<file path="src/verilog/fault_consts.vh">
// Constants for the LED string fault manager.
// Assumes a 250 MHz logic clock and PWM cycle ticks from the dimming logic.
`ifndef FAULT_CONSTS_VH
`define FAULT_CONSTS_VH
`define TIMEOUT_PWM_CYCLES 4'h6
`define DIRECT_EXTRA_CYCLES 4'h2
`define DOWN_LIMIT 3'h3
`define NUM_CHANNELS 4
`endif

</file>
<file path="src/verilog/fault_manager.v">
// Fault supervision for four LED current sink channels.
// Assumes analog comparators on pins, sampled through three flops here.
// Outputs are registered; synchronising adds four clocks of latency.
`timescale 1ns/1ps
`include "fault_consts.vh"
module fault_manager
#(
  parameter NCH = `NUM_CHANNELS
)
(
  input wire clock,
  input wire nrst,
  input wire enable_pin,
  input wire vin_under,
  input wire vin_over,
  input wire temp_over,
  input wire vout_over,
  input wire vout_shorted,
  input wire [NCH-1:0] short_above,
  input wire [NCH-1:0] current_at_target,
  input wire [NCH-1:0] pin_grounded,
  input wire pwm_tick,
  input wire direct_pwm,
  input wire transient,
  output reg [NCH-1:0] channel_on_reg,
  output reg boost_run_reg,
  output reg [NCH-1:0] good_reg,
  output reg [NCH-1:0] failed_reg,
  output reg latched_off_reg
);
  // Device states and width of the synchronised flag vector
  localparam ST_OFF = 2'h0;
  localparam ST_START = 2'h1;
  localparam ST_RUN = 2'h2;
  localparam ST_LATCH = 2'h3;
  localparam NIN = 5 + 3 * NCH;

  // Three flop sampling of the analog flags; second and third must agree
  // The filter keeps its value while they differ, so a glitch is ignored
  wire [NIN-1:0] raw;
  reg [NIN-1:0] s1_reg;
  reg [NIN-1:0] s2_reg;
  reg [NIN-1:0] s3_reg;
  reg [NIN-1:0] flt_reg;
  assign raw = {enable_pin, vin_under, vin_over, temp_over, vout_over,
    pin_grounded, short_above, current_at_target};
  always @(posedge clock or negedge nrst)
  begin
    if (!nrst)
    begin
      s1_reg <= {NIN{1'b0}};
      s2_reg <= {NIN{1'b0}};
      s3_reg <= {NIN{1'b0}};
      flt_reg <= {NIN{1'b0}};
    end
    else
    begin
      s1_reg <= raw;
      s2_reg <= s1_reg;
      s3_reg <= s2_reg;
      flt_reg <= (s2_reg & s3_reg) | (flt_reg & (s2_reg | s3_reg));
    end
  end

  wire en_f = flt_reg[NIN-1];
  wire uv_f = flt_reg[NIN-2];
  wire ov_in_f = flt_reg[NIN-3];
  wire ot_f = flt_reg[NIN-4];
  wire ovp_f = flt_reg[NIN-5];
  wire [NCH-1:0] short_f = flt_reg[2*NCH-1:NCH];
  // Grounded-pin map filtered like the rest, read only while off
  wire [NCH-1:0] gnd_f = flt_reg[3*NCH-1:2*NCH];
  wire [NCH-1:0] cur_f = flt_reg[NCH-1:0];

  // Timers are held clear outside run; direct PWM stretches the count
  reg [1:0] state_reg;
  reg [1:0] state_next;
  reg [NCH-1:0] used_reg;
  wire run = (state_reg == ST_RUN);
  wire clear_all = !run;
  wire [3:0] extra = direct_pwm ? `DIRECT_EXTRA_CYCLES : 4'h0;

  // Per-channel fault timers for short and open conditions
  wire [NCH-1:0] short_exp;
  wire [NCH-1:0] open_exp;
  wire [NCH-1:0] open_fault;
  genvar g;
  generate
    for (g = 0; g < NCH; g = g + 1)
    begin : ch
      // Lost current after good, or not good during overvoltage
      assign open_fault[g] = used_reg[g] && !failed_reg[g] &&
        ((good_reg[g] && !cur_f[g]) || (ovp_f && !good_reg[g]));
      channel_timer #(.LIMIT(`TIMEOUT_PWM_CYCLES)) st
      (
        .clock(clock),
        .nrst(nrst),
        .clear(clear_all || failed_reg[g]),
        .fault(used_reg[g] && short_f[g]),
        .hold(transient),
        .pwm_tick(pwm_tick),
        .limit_add(extra),
        .expired_reg(short_exp[g])
      );
      // Open timer runs beside the short timer of the same string
      channel_timer #(.LIMIT(`TIMEOUT_PWM_CYCLES)) ot
      (
        .clock(clock),
        .nrst(nrst),
        .clear(clear_all || failed_reg[g]),
        .fault(open_fault[g]),
        .hold(transient),
        .pwm_tick(pwm_tick),
        .limit_add(extra),
        .expired_reg(open_exp[g])
      );
    end
  endgenerate

  // Count channels already down (failed or unused)
  reg [2:0] down_cnt;
  integer i;
  always @*
  begin
    down_cnt = 3'h0;
    for (i = 0; i < NCH; i = i + 1)
      down_cnt = down_cnt + {2'h0, failed_reg[i] | !used_reg[i]};
  end
  // Kill only when this short would leave no other string running
  wire kill_all = |(short_exp & ~failed_reg) && (down_cnt >= `DOWN_LIMIT);

  // Device state: off, start-up check, run, latched off
  always @*
  begin
    state_next = state_reg;
    case (state_reg)
      ST_OFF:
        // Start only once enabled and above the lockout level
        if (en_f && !uv_f)
          state_next = ST_START;
      ST_START:
        // A trip during start-up latches as it would in run
        if (ot_f || ov_in_f)
          state_next = ST_LATCH;
        else if (!vout_shorted)
          state_next = ST_RUN;
      ST_RUN:
        if (ot_f || ov_in_f)
          state_next = ST_LATCH;
      ST_LATCH:
        // Left only through the enable override below
        state_next = ST_LATCH;
      default:
        state_next = ST_OFF;
    endcase
    // Enable low overrides every state; lockout overrides every state but latched off
    if (!en_f)
      state_next = ST_OFF;
    else if (uv_f && state_reg != ST_LATCH)
      state_next = ST_OFF;
  end

  // Strings dropping out at this edge; a kill takes every string
  wire [NCH-1:0] drop_now = kill_all ? {NCH{1'b1}} :
    (short_exp | open_exp);

  // Next values of the channel flags and outputs
  reg [NCH-1:0] used_next;
  reg [NCH-1:0] good_next;
  reg [NCH-1:0] failed_next;
  reg [NCH-1:0] channel_on_next;
  reg boost_run_next;
  reg latched_off_next;
  always @*
  begin
    used_next = used_reg;
    good_next = good_reg;
    failed_next = failed_reg;
    if (state_reg == ST_OFF)
    begin
      // Defaults restored whenever off; grounded pins taken at start
      used_next = ~gnd_f;
      good_next = {NCH{1'b0}};
      failed_next = {NCH{1'b0}};
    end
    else if (run)
    begin
      // Good is sticky, so a later loss of current reads as open
      good_next = good_reg | (cur_f & used_reg);
      failed_next = failed_reg | drop_now;
    end
    // Sinks conduct only in run and never on a dropped string
    if (state_next == ST_RUN)
      channel_on_next = used_reg & ~failed_reg & ~drop_now;
    else
      channel_on_next = {NCH{1'b0}};
    // Boost waits while the output is shorted to ground
    boost_run_next = (state_next == ST_RUN) && !vout_shorted;
    latched_off_next = (state_next == ST_LATCH);
  end

  // State, channel flags and outputs
  always @(posedge clock or negedge nrst)
  begin
    if (!nrst)
    begin
      state_reg <= ST_OFF;
      used_reg <= {NCH{1'b0}};
      good_reg <= {NCH{1'b0}};
      failed_reg <= {NCH{1'b0}};
      channel_on_reg <= {NCH{1'b0}};
      boost_run_reg <= 1'b0;
      latched_off_reg <= 1'b0;
    end
    else
    begin
      state_reg <= state_next;
      used_reg <= used_next;
      good_reg <= good_next;
      failed_reg <= failed_next;
      channel_on_reg <= channel_on_next;
      boost_run_reg <= boost_run_next;
      latched_off_reg <= latched_off_next;
    end
  end
endmodule

</file>
<file path="src/verilog/channel_timer.v">
// One channel's fault timeout counter in PWM cycles.
// Assumes pwm_tick is a one-cycle pulse at each PWM cycle boundary.
`timescale 1ns/1ps
`include "fault_consts.vh"
module channel_timer
#(
  parameter LIMIT = `TIMEOUT_PWM_CYCLES
)
(
  input wire clock,
  input wire nrst,
  input wire clear,
  input wire fault,
  input wire hold,
  input wire pwm_tick,
  input wire [3:0] limit_add,
  output reg expired_reg
);
  reg [3:0] count_reg;
  reg [3:0] count_next;
  reg expired_next;
  wire [3:0] target;

  assign target = LIMIT + limit_add;

  // Count ticks while the fault stands
  always @*
  begin
    count_next = count_reg;
    expired_next = expired_reg;
    if (clear)
    begin
      count_next = 4'h0;
      expired_next = 1'b0;
    end
    else if (!fault)
      count_next = 4'h0;
    else if (pwm_tick && !hold && !expired_reg)
    begin
      if (count_reg + 4'h1 >= target)
        expired_next = 1'b1;
      else
        count_next = count_reg + 4'h1;
    end
  end

  always @(posedge clock or negedge nrst)
  begin
    if (!nrst)
    begin
      count_reg <= 4'h0;
      expired_reg <= 1'b0;
    end
    else
    begin
      count_reg <= count_next;
      expired_reg <= expired_next;
    end
  end
endmodule

</file>
<file path="config.mk">
export PLATFORM = sky130hd
export DESIGN_NAME = fault_manager
export DESIGN_NICKNAME = d
export VERILOG_FILES = /design/src/verilog/fault_manager.v /design/src/verilog/channel_timer.v
export VERILOG_INCLUDE_DIRS = /design/src /design/src/verilog
export SDC_FILE = /design/constraint.sdc
export NUM_CORES = 1
export LEC_CHECK = 0
export ABC_CLOCK_PERIOD_IN_PS = 2900
export BUFFER_PORTS_ARGS = -buffer_cell sky130_fd_sc_hd__buf_2
export CORE_ASPECT_RATIO = 0.7
export CORE_MARGIN = 5
export CORE_UTILIZATION = 61
export CTS_CLUSTER_DIAMETER = 60
export DETAILED_ROUTE_END_ITERATION = 8
export MAX_ROUTING_LAYER = met4
export PLACE_DENSITY = 0.8
export SYNTH_ARGS = -nofsm -noshare
export SYNTH_HDL_FRONTEND = slang
export SYNTH_HIERARCHICAL = 1
export SYNTH_SLANG_ARGS = --single-unit
</file>
<file path="constraint.sdc">
create_clock -name clock -period 2.9 [get_ports clock]
set_input_delay 0.87 -clock clock [delete_from_list [all_inputs] [get_ports clock]]
set_output_delay 0.87 -clock clock [all_outputs]
set_load 0.005 [all_outputs]
</file>
==> metrics.txt <==
# TYPE chip_impl_metric gauge
chip_impl_info{name="outcome",value="completed"} 1
chip_impl_metric{name="area_growth",unit="%"} 17.4
chip_impl_metric{name="seq_area_frac_synth",unit=""} 0.518
chip_impl_metric{name="final-seq-area",unit="mm²"} 0.00320
chip_impl_metric{name="leakage",unit="nW"} 3.30
chip_impl_metric{name="final-max-slew-violation-count",unit=""} 0
chip_impl_info{name="prevailing_post_synth_register_cell",value="dfrtp_1"} 1
chip_impl_metric{name="routed-via-count",unit=""} 4278
chip_impl_metric{name="synth_top_area_frac",unit=""} 0.518
chip_impl_metric{name="die_y",unit="µm"} 94.3
chip_impl_metric{name="post_synth_inst_count",unit=""} 524
chip_impl_metric{name="crit_required",unit="ps"} 3230
chip_impl_metric{name="drive_gt1_frac",unit=""} 0.187
chip_impl_info{name="tritoncts_clock_tree",value="yes"} 1
chip_impl_metric{name="first_pass_iters",unit=""} 4
chip_impl_metric{name="r2r_slack",unit="ps"} 660
chip_impl_metric{name="finalClockSkew",unit="ps"} 9.79
chip_impl_metric{name="synthArstFlopShare",unit=""} 1.00
chip_impl_metric{name="finish.net_count",unit=""} 680
chip_impl_metric{name="power_switching_share",unit=""} 0.253
chip_impl_metric{name="syn_area_per_cell",unit="µm²"} 11.8
chip_impl_metric{name="final_core_occ",unit=""} 0.742
chip_impl_metric{name="ys.warnings.count",unit=""} 6
chip_impl_metric{name="timing.final.hold_violations",unit=""} 0
chip_impl_metric{name="via_count_of_the_first_global_routing_pass",unit=""} 4395
chip_impl_metric{name="crit_fanout",unit=""} 16
chip_impl_metric{name="ios",unit=""} 37
chip_impl_info{name="final_common_cell",value="dfrtp_1"} 1
chip_impl_metric{name="number_of_violations_of_the_max_capacitance_limit",unit=""} 0
chip_impl_metric{name="detail_route.vias_per_cell",unit=""} 5.73
chip_impl_metric{name="multi_input_area",unit="mm²"} 0.00292
chip_impl_metric{name="place_hpwl",unit="mm"} 8.40
chip_impl_metric{name="post_route_drc",unit=""} 0
chip_impl_metric{name="ant_nets",unit=""} 0
chip_impl_metric{name="dpl_cell_area",unit="mm²"} 0.00668
chip_impl_info{name="start_kind",value="input pin"} 1
chip_impl_metric{name="antennaDiodeCount",unit=""} 0
chip_impl_info{name="cts.root.buffer_cell",value="clkbuf_16"} 1
chip_impl_metric{name="irDropWorstVdd",unit="mV"} 0.549
chip_impl_metric{name="dieWidth",unit="µm"} 130
chip_impl_info{name="worst-setup-path-type",value="input pin to flop"} 1
chip_impl_metric{name="pwr-share-comb",unit=""} 0.093
chip_impl_info{name="unrepaired_setup_endpoints_after_global_routing",value="false"} 1
chip_impl_metric{name="clkTransAtPathRegs",unit="ps"} 60
chip_impl_metric{name="initial_core_util",unit=""} 0.632
chip_impl_metric{name="total_power",unit="mW"} 4.47
chip_impl_metric{name="final.setup.tns",unit="ps"} 0
chip_impl_metric{name="antenna_violations_before_repair",unit=""} 0
chip_impl_metric{name="cts_num_sinks",unit=""} 128
chip_impl_metric{name="max-clock-path-buffers",unit=""} 2
chip_impl_info{name="timing.hold.worst.class",value="flop to flop"} 1
chip_impl_metric{name="fmaxAchievable",unit="MHz"} 405
chip_impl_metric{name="finalHoldWorstSlack",unit="ps"} 347
chip_impl_info{name="layout_common_cells",value="128 x dfrtp_1, 50 x ha_1, 38 x a21oi_1, 37 x inv_1, 35 x buf_2"} 1
chip_impl_info{name="worstSetupEndpointType",value="flop"} 1
chip_impl_metric{name="internal-power",unit="mW"} 3.34
chip_impl_metric{name="post_cts.resized_instances",unit=""} 0
chip_impl_info{name="synth.top_cells.by_area",value="dfrtp_1 52%, ha_1 10%, a21oi_1 3.1%"} 1
chip_impl_metric{name="synth.cell_area",unit="mm²"} 0.00619
chip_impl_metric{name="cts_setup_buffers",unit=""} 0
chip_impl_metric{name="n_fill_cell",unit=""} 657
chip_impl_metric{name="ctsHoldBuffers",unit=""} 0
chip_impl_metric{name="wl",unit="mm"} 12.2
chip_impl_metric{name="post-route-period-util",unit=""} 0.852
chip_impl_metric{name="worst_slew_pin_slew",unit="ps"} 736
chip_impl_metric{name="cts_inserted_buffers",unit=""} 17
chip_impl_metric{name="wire_length_of_the_first_global_routing_pass",unit="mm"} 21.2
chip_impl_metric{name="design.die.area",unit="mm²"} 0.0123
chip_impl_metric{name="numPortBuffers",unit=""} 36
chip_impl_metric{name="coreArea",unit="mm²"} 0.00980
chip_impl_metric{name="drt_iter0_drc",unit=""} 298
chip_impl_metric{name="reg_power_frac",unit=""} 0.434
chip_impl_metric{name="synth_edf_count",unit=""} 0
chip_impl_metric{name="power.clock.fraction",unit=""} 0.473
chip_impl_metric{name="overflow",unit=""} 0
chip_impl_metric{name="power-per-cell-area",unit="mW/mm²"} 615
chip_impl_metric{name="worstSkewPairLatency",unit="ps"} 410
chip_impl_metric{name="finalSetupViolCount",unit=""} 0
chip_impl_metric{name="switching_power",unit="mW"} 1.13
chip_impl_metric{name="num_rows",unit=""} 30
chip_impl_metric{name="period_needed",unit="ps"} 2470
chip_impl_metric{name="post_synthesis_cell_type_count",unit=""} 46
chip_impl_metric{name="grtUsageTotal",unit=""} 0.227
chip_impl_metric{name="fin_area",unit="mm²"} 0.00727
chip_impl_metric{name="maxSlewHeadroom",unit=""} 0.508
chip_impl_metric{name="cp_data_arrival_time",unit="ps"} 2800
chip_impl_metric{name="finalWeightedCongestion",unit=""} 0.776
chip_impl_metric{name="post_drt_wl_per_cell",unit="µm"} 16.3
chip_impl_metric{name="ys_ff_latch",unit=""} 128
chip_impl_metric{name="grt_max_degree",unit=""} 48
chip_impl_metric{name="clock_tree.htree_level_count",unit=""} 4
chip_impl_info{name="synth_top_area_cell",value="dfrtp_1"} 1
power by group through the flow:
| stage | registers (mW) | clock network (mW) | logic [mW] |
|---|---|---|---|
| after floorplan | 1.94 | 0 | 0.273 |
| after global placement | 1.96 | 0 | 0.385 |
| after detailed placement | 1.97 | 0 | 0.408 |
| after CTS | 1.94 | 2.16 | 0.416 |
| after global routing | 1.95 | 2.24 | 0.476 |
| final | 1.94 | 2.11 | 0.415 |
logic make-up after synthesis:
| group | synth area share |
|---|---|
| xor gates and xnor gates | 0.0368 |
| DFF | 0.518 |
| and+or+nand+nor | 0.138 |
| AOI/OAI and AO/OA | 0.145 |
| adders and majority gates | 0.132 |
| buffers and inverters | 0.0251 |
| other | 0.000606 |
| muxes | 0.00485 |
cell type report:
class,instances,area share
Inverter,37,0.0191
Multi-Input combinational cell,380,0.401
Clock inverter,13,0.0207
Tap cell,128,0.0220
Sequential cell,128,0.441
Timing Repair Buffer,43,0.0358
Clock buffer,18,0.0604
routing by layer:
metal | routed length [µm] | share of wire | vias up | track usage
li1 | - | - | 2058 | -
met1 | 5430 | 0.45 | 2097 | 0.293
met2 | 6000 | 0.49 | 96 | 0.354
met3 | 510 | 0.042 | 27 | 0.0494
met4 | 209 | 0.017 | 0 | 0.0908
met5 | 0 | 0 | - | -
worst paths after layout:
kind / cells past startpoint / to / from
worst max-delay path: 10 / ch[3].st/count_reg[2] / direct_pwm
worst min-delay path: 0 / s2_reg[14] / s1_reg[14]
worst max register to register: 8 / channel_on_reg[0] / failed_reg[3]
worst min register to register: 0 / s2_reg[14] / s1_reg[14]
max in group asynchronous: 2 / flt_reg[7] / nrst
min in group asynchronous: 1 / ch[0].st/count_reg[3] / nrst
critical path: stages:
cell	delay (ps)
buf_2	100
buf_12	150
inv_1	60
ha_1	200
xor2_1	160
ha_1	310
a21oi_2	180
o21ai_2	130
or4_1	430
a21oi_1	180
synthesized netlist by cell type, types with 6 or more instances:
master / number
nand2_1: 8
nor3_1: 7
xor2_1: 16
a21oi_1: 38
nor3b_2: 8
o21ai_0: 17
nand3b_1: 8
nor3b_1: 8
o21ai_2: 8
inv_1: 37
o21a_1: 8
or3_1: 9
xnor2_1: 10
nor2_1: 24
a41oi_1: 8
or4_1: 16
maj3_1: 19
nand3_1: 16
ha_1: 50
nand2b_1: 11
dfrtp_1: 128
a21oi_2: 8
o211ai_2: 8
or2b_1: 6
o31ai_1: 16
through the flow:
| stage | cells | setup slack [ps] |
|---|---|---|
| final | 747 | 428 |
| after global routing | 747 | 344 |
| after CTS | 747 | 435 |
| after detailed placement | 716 | 12.3 |
| after global placement | 716 | 140 |
| after floorplan | 547 | 487 |
No activity file was read; power rests on OpenSTA's default activity.
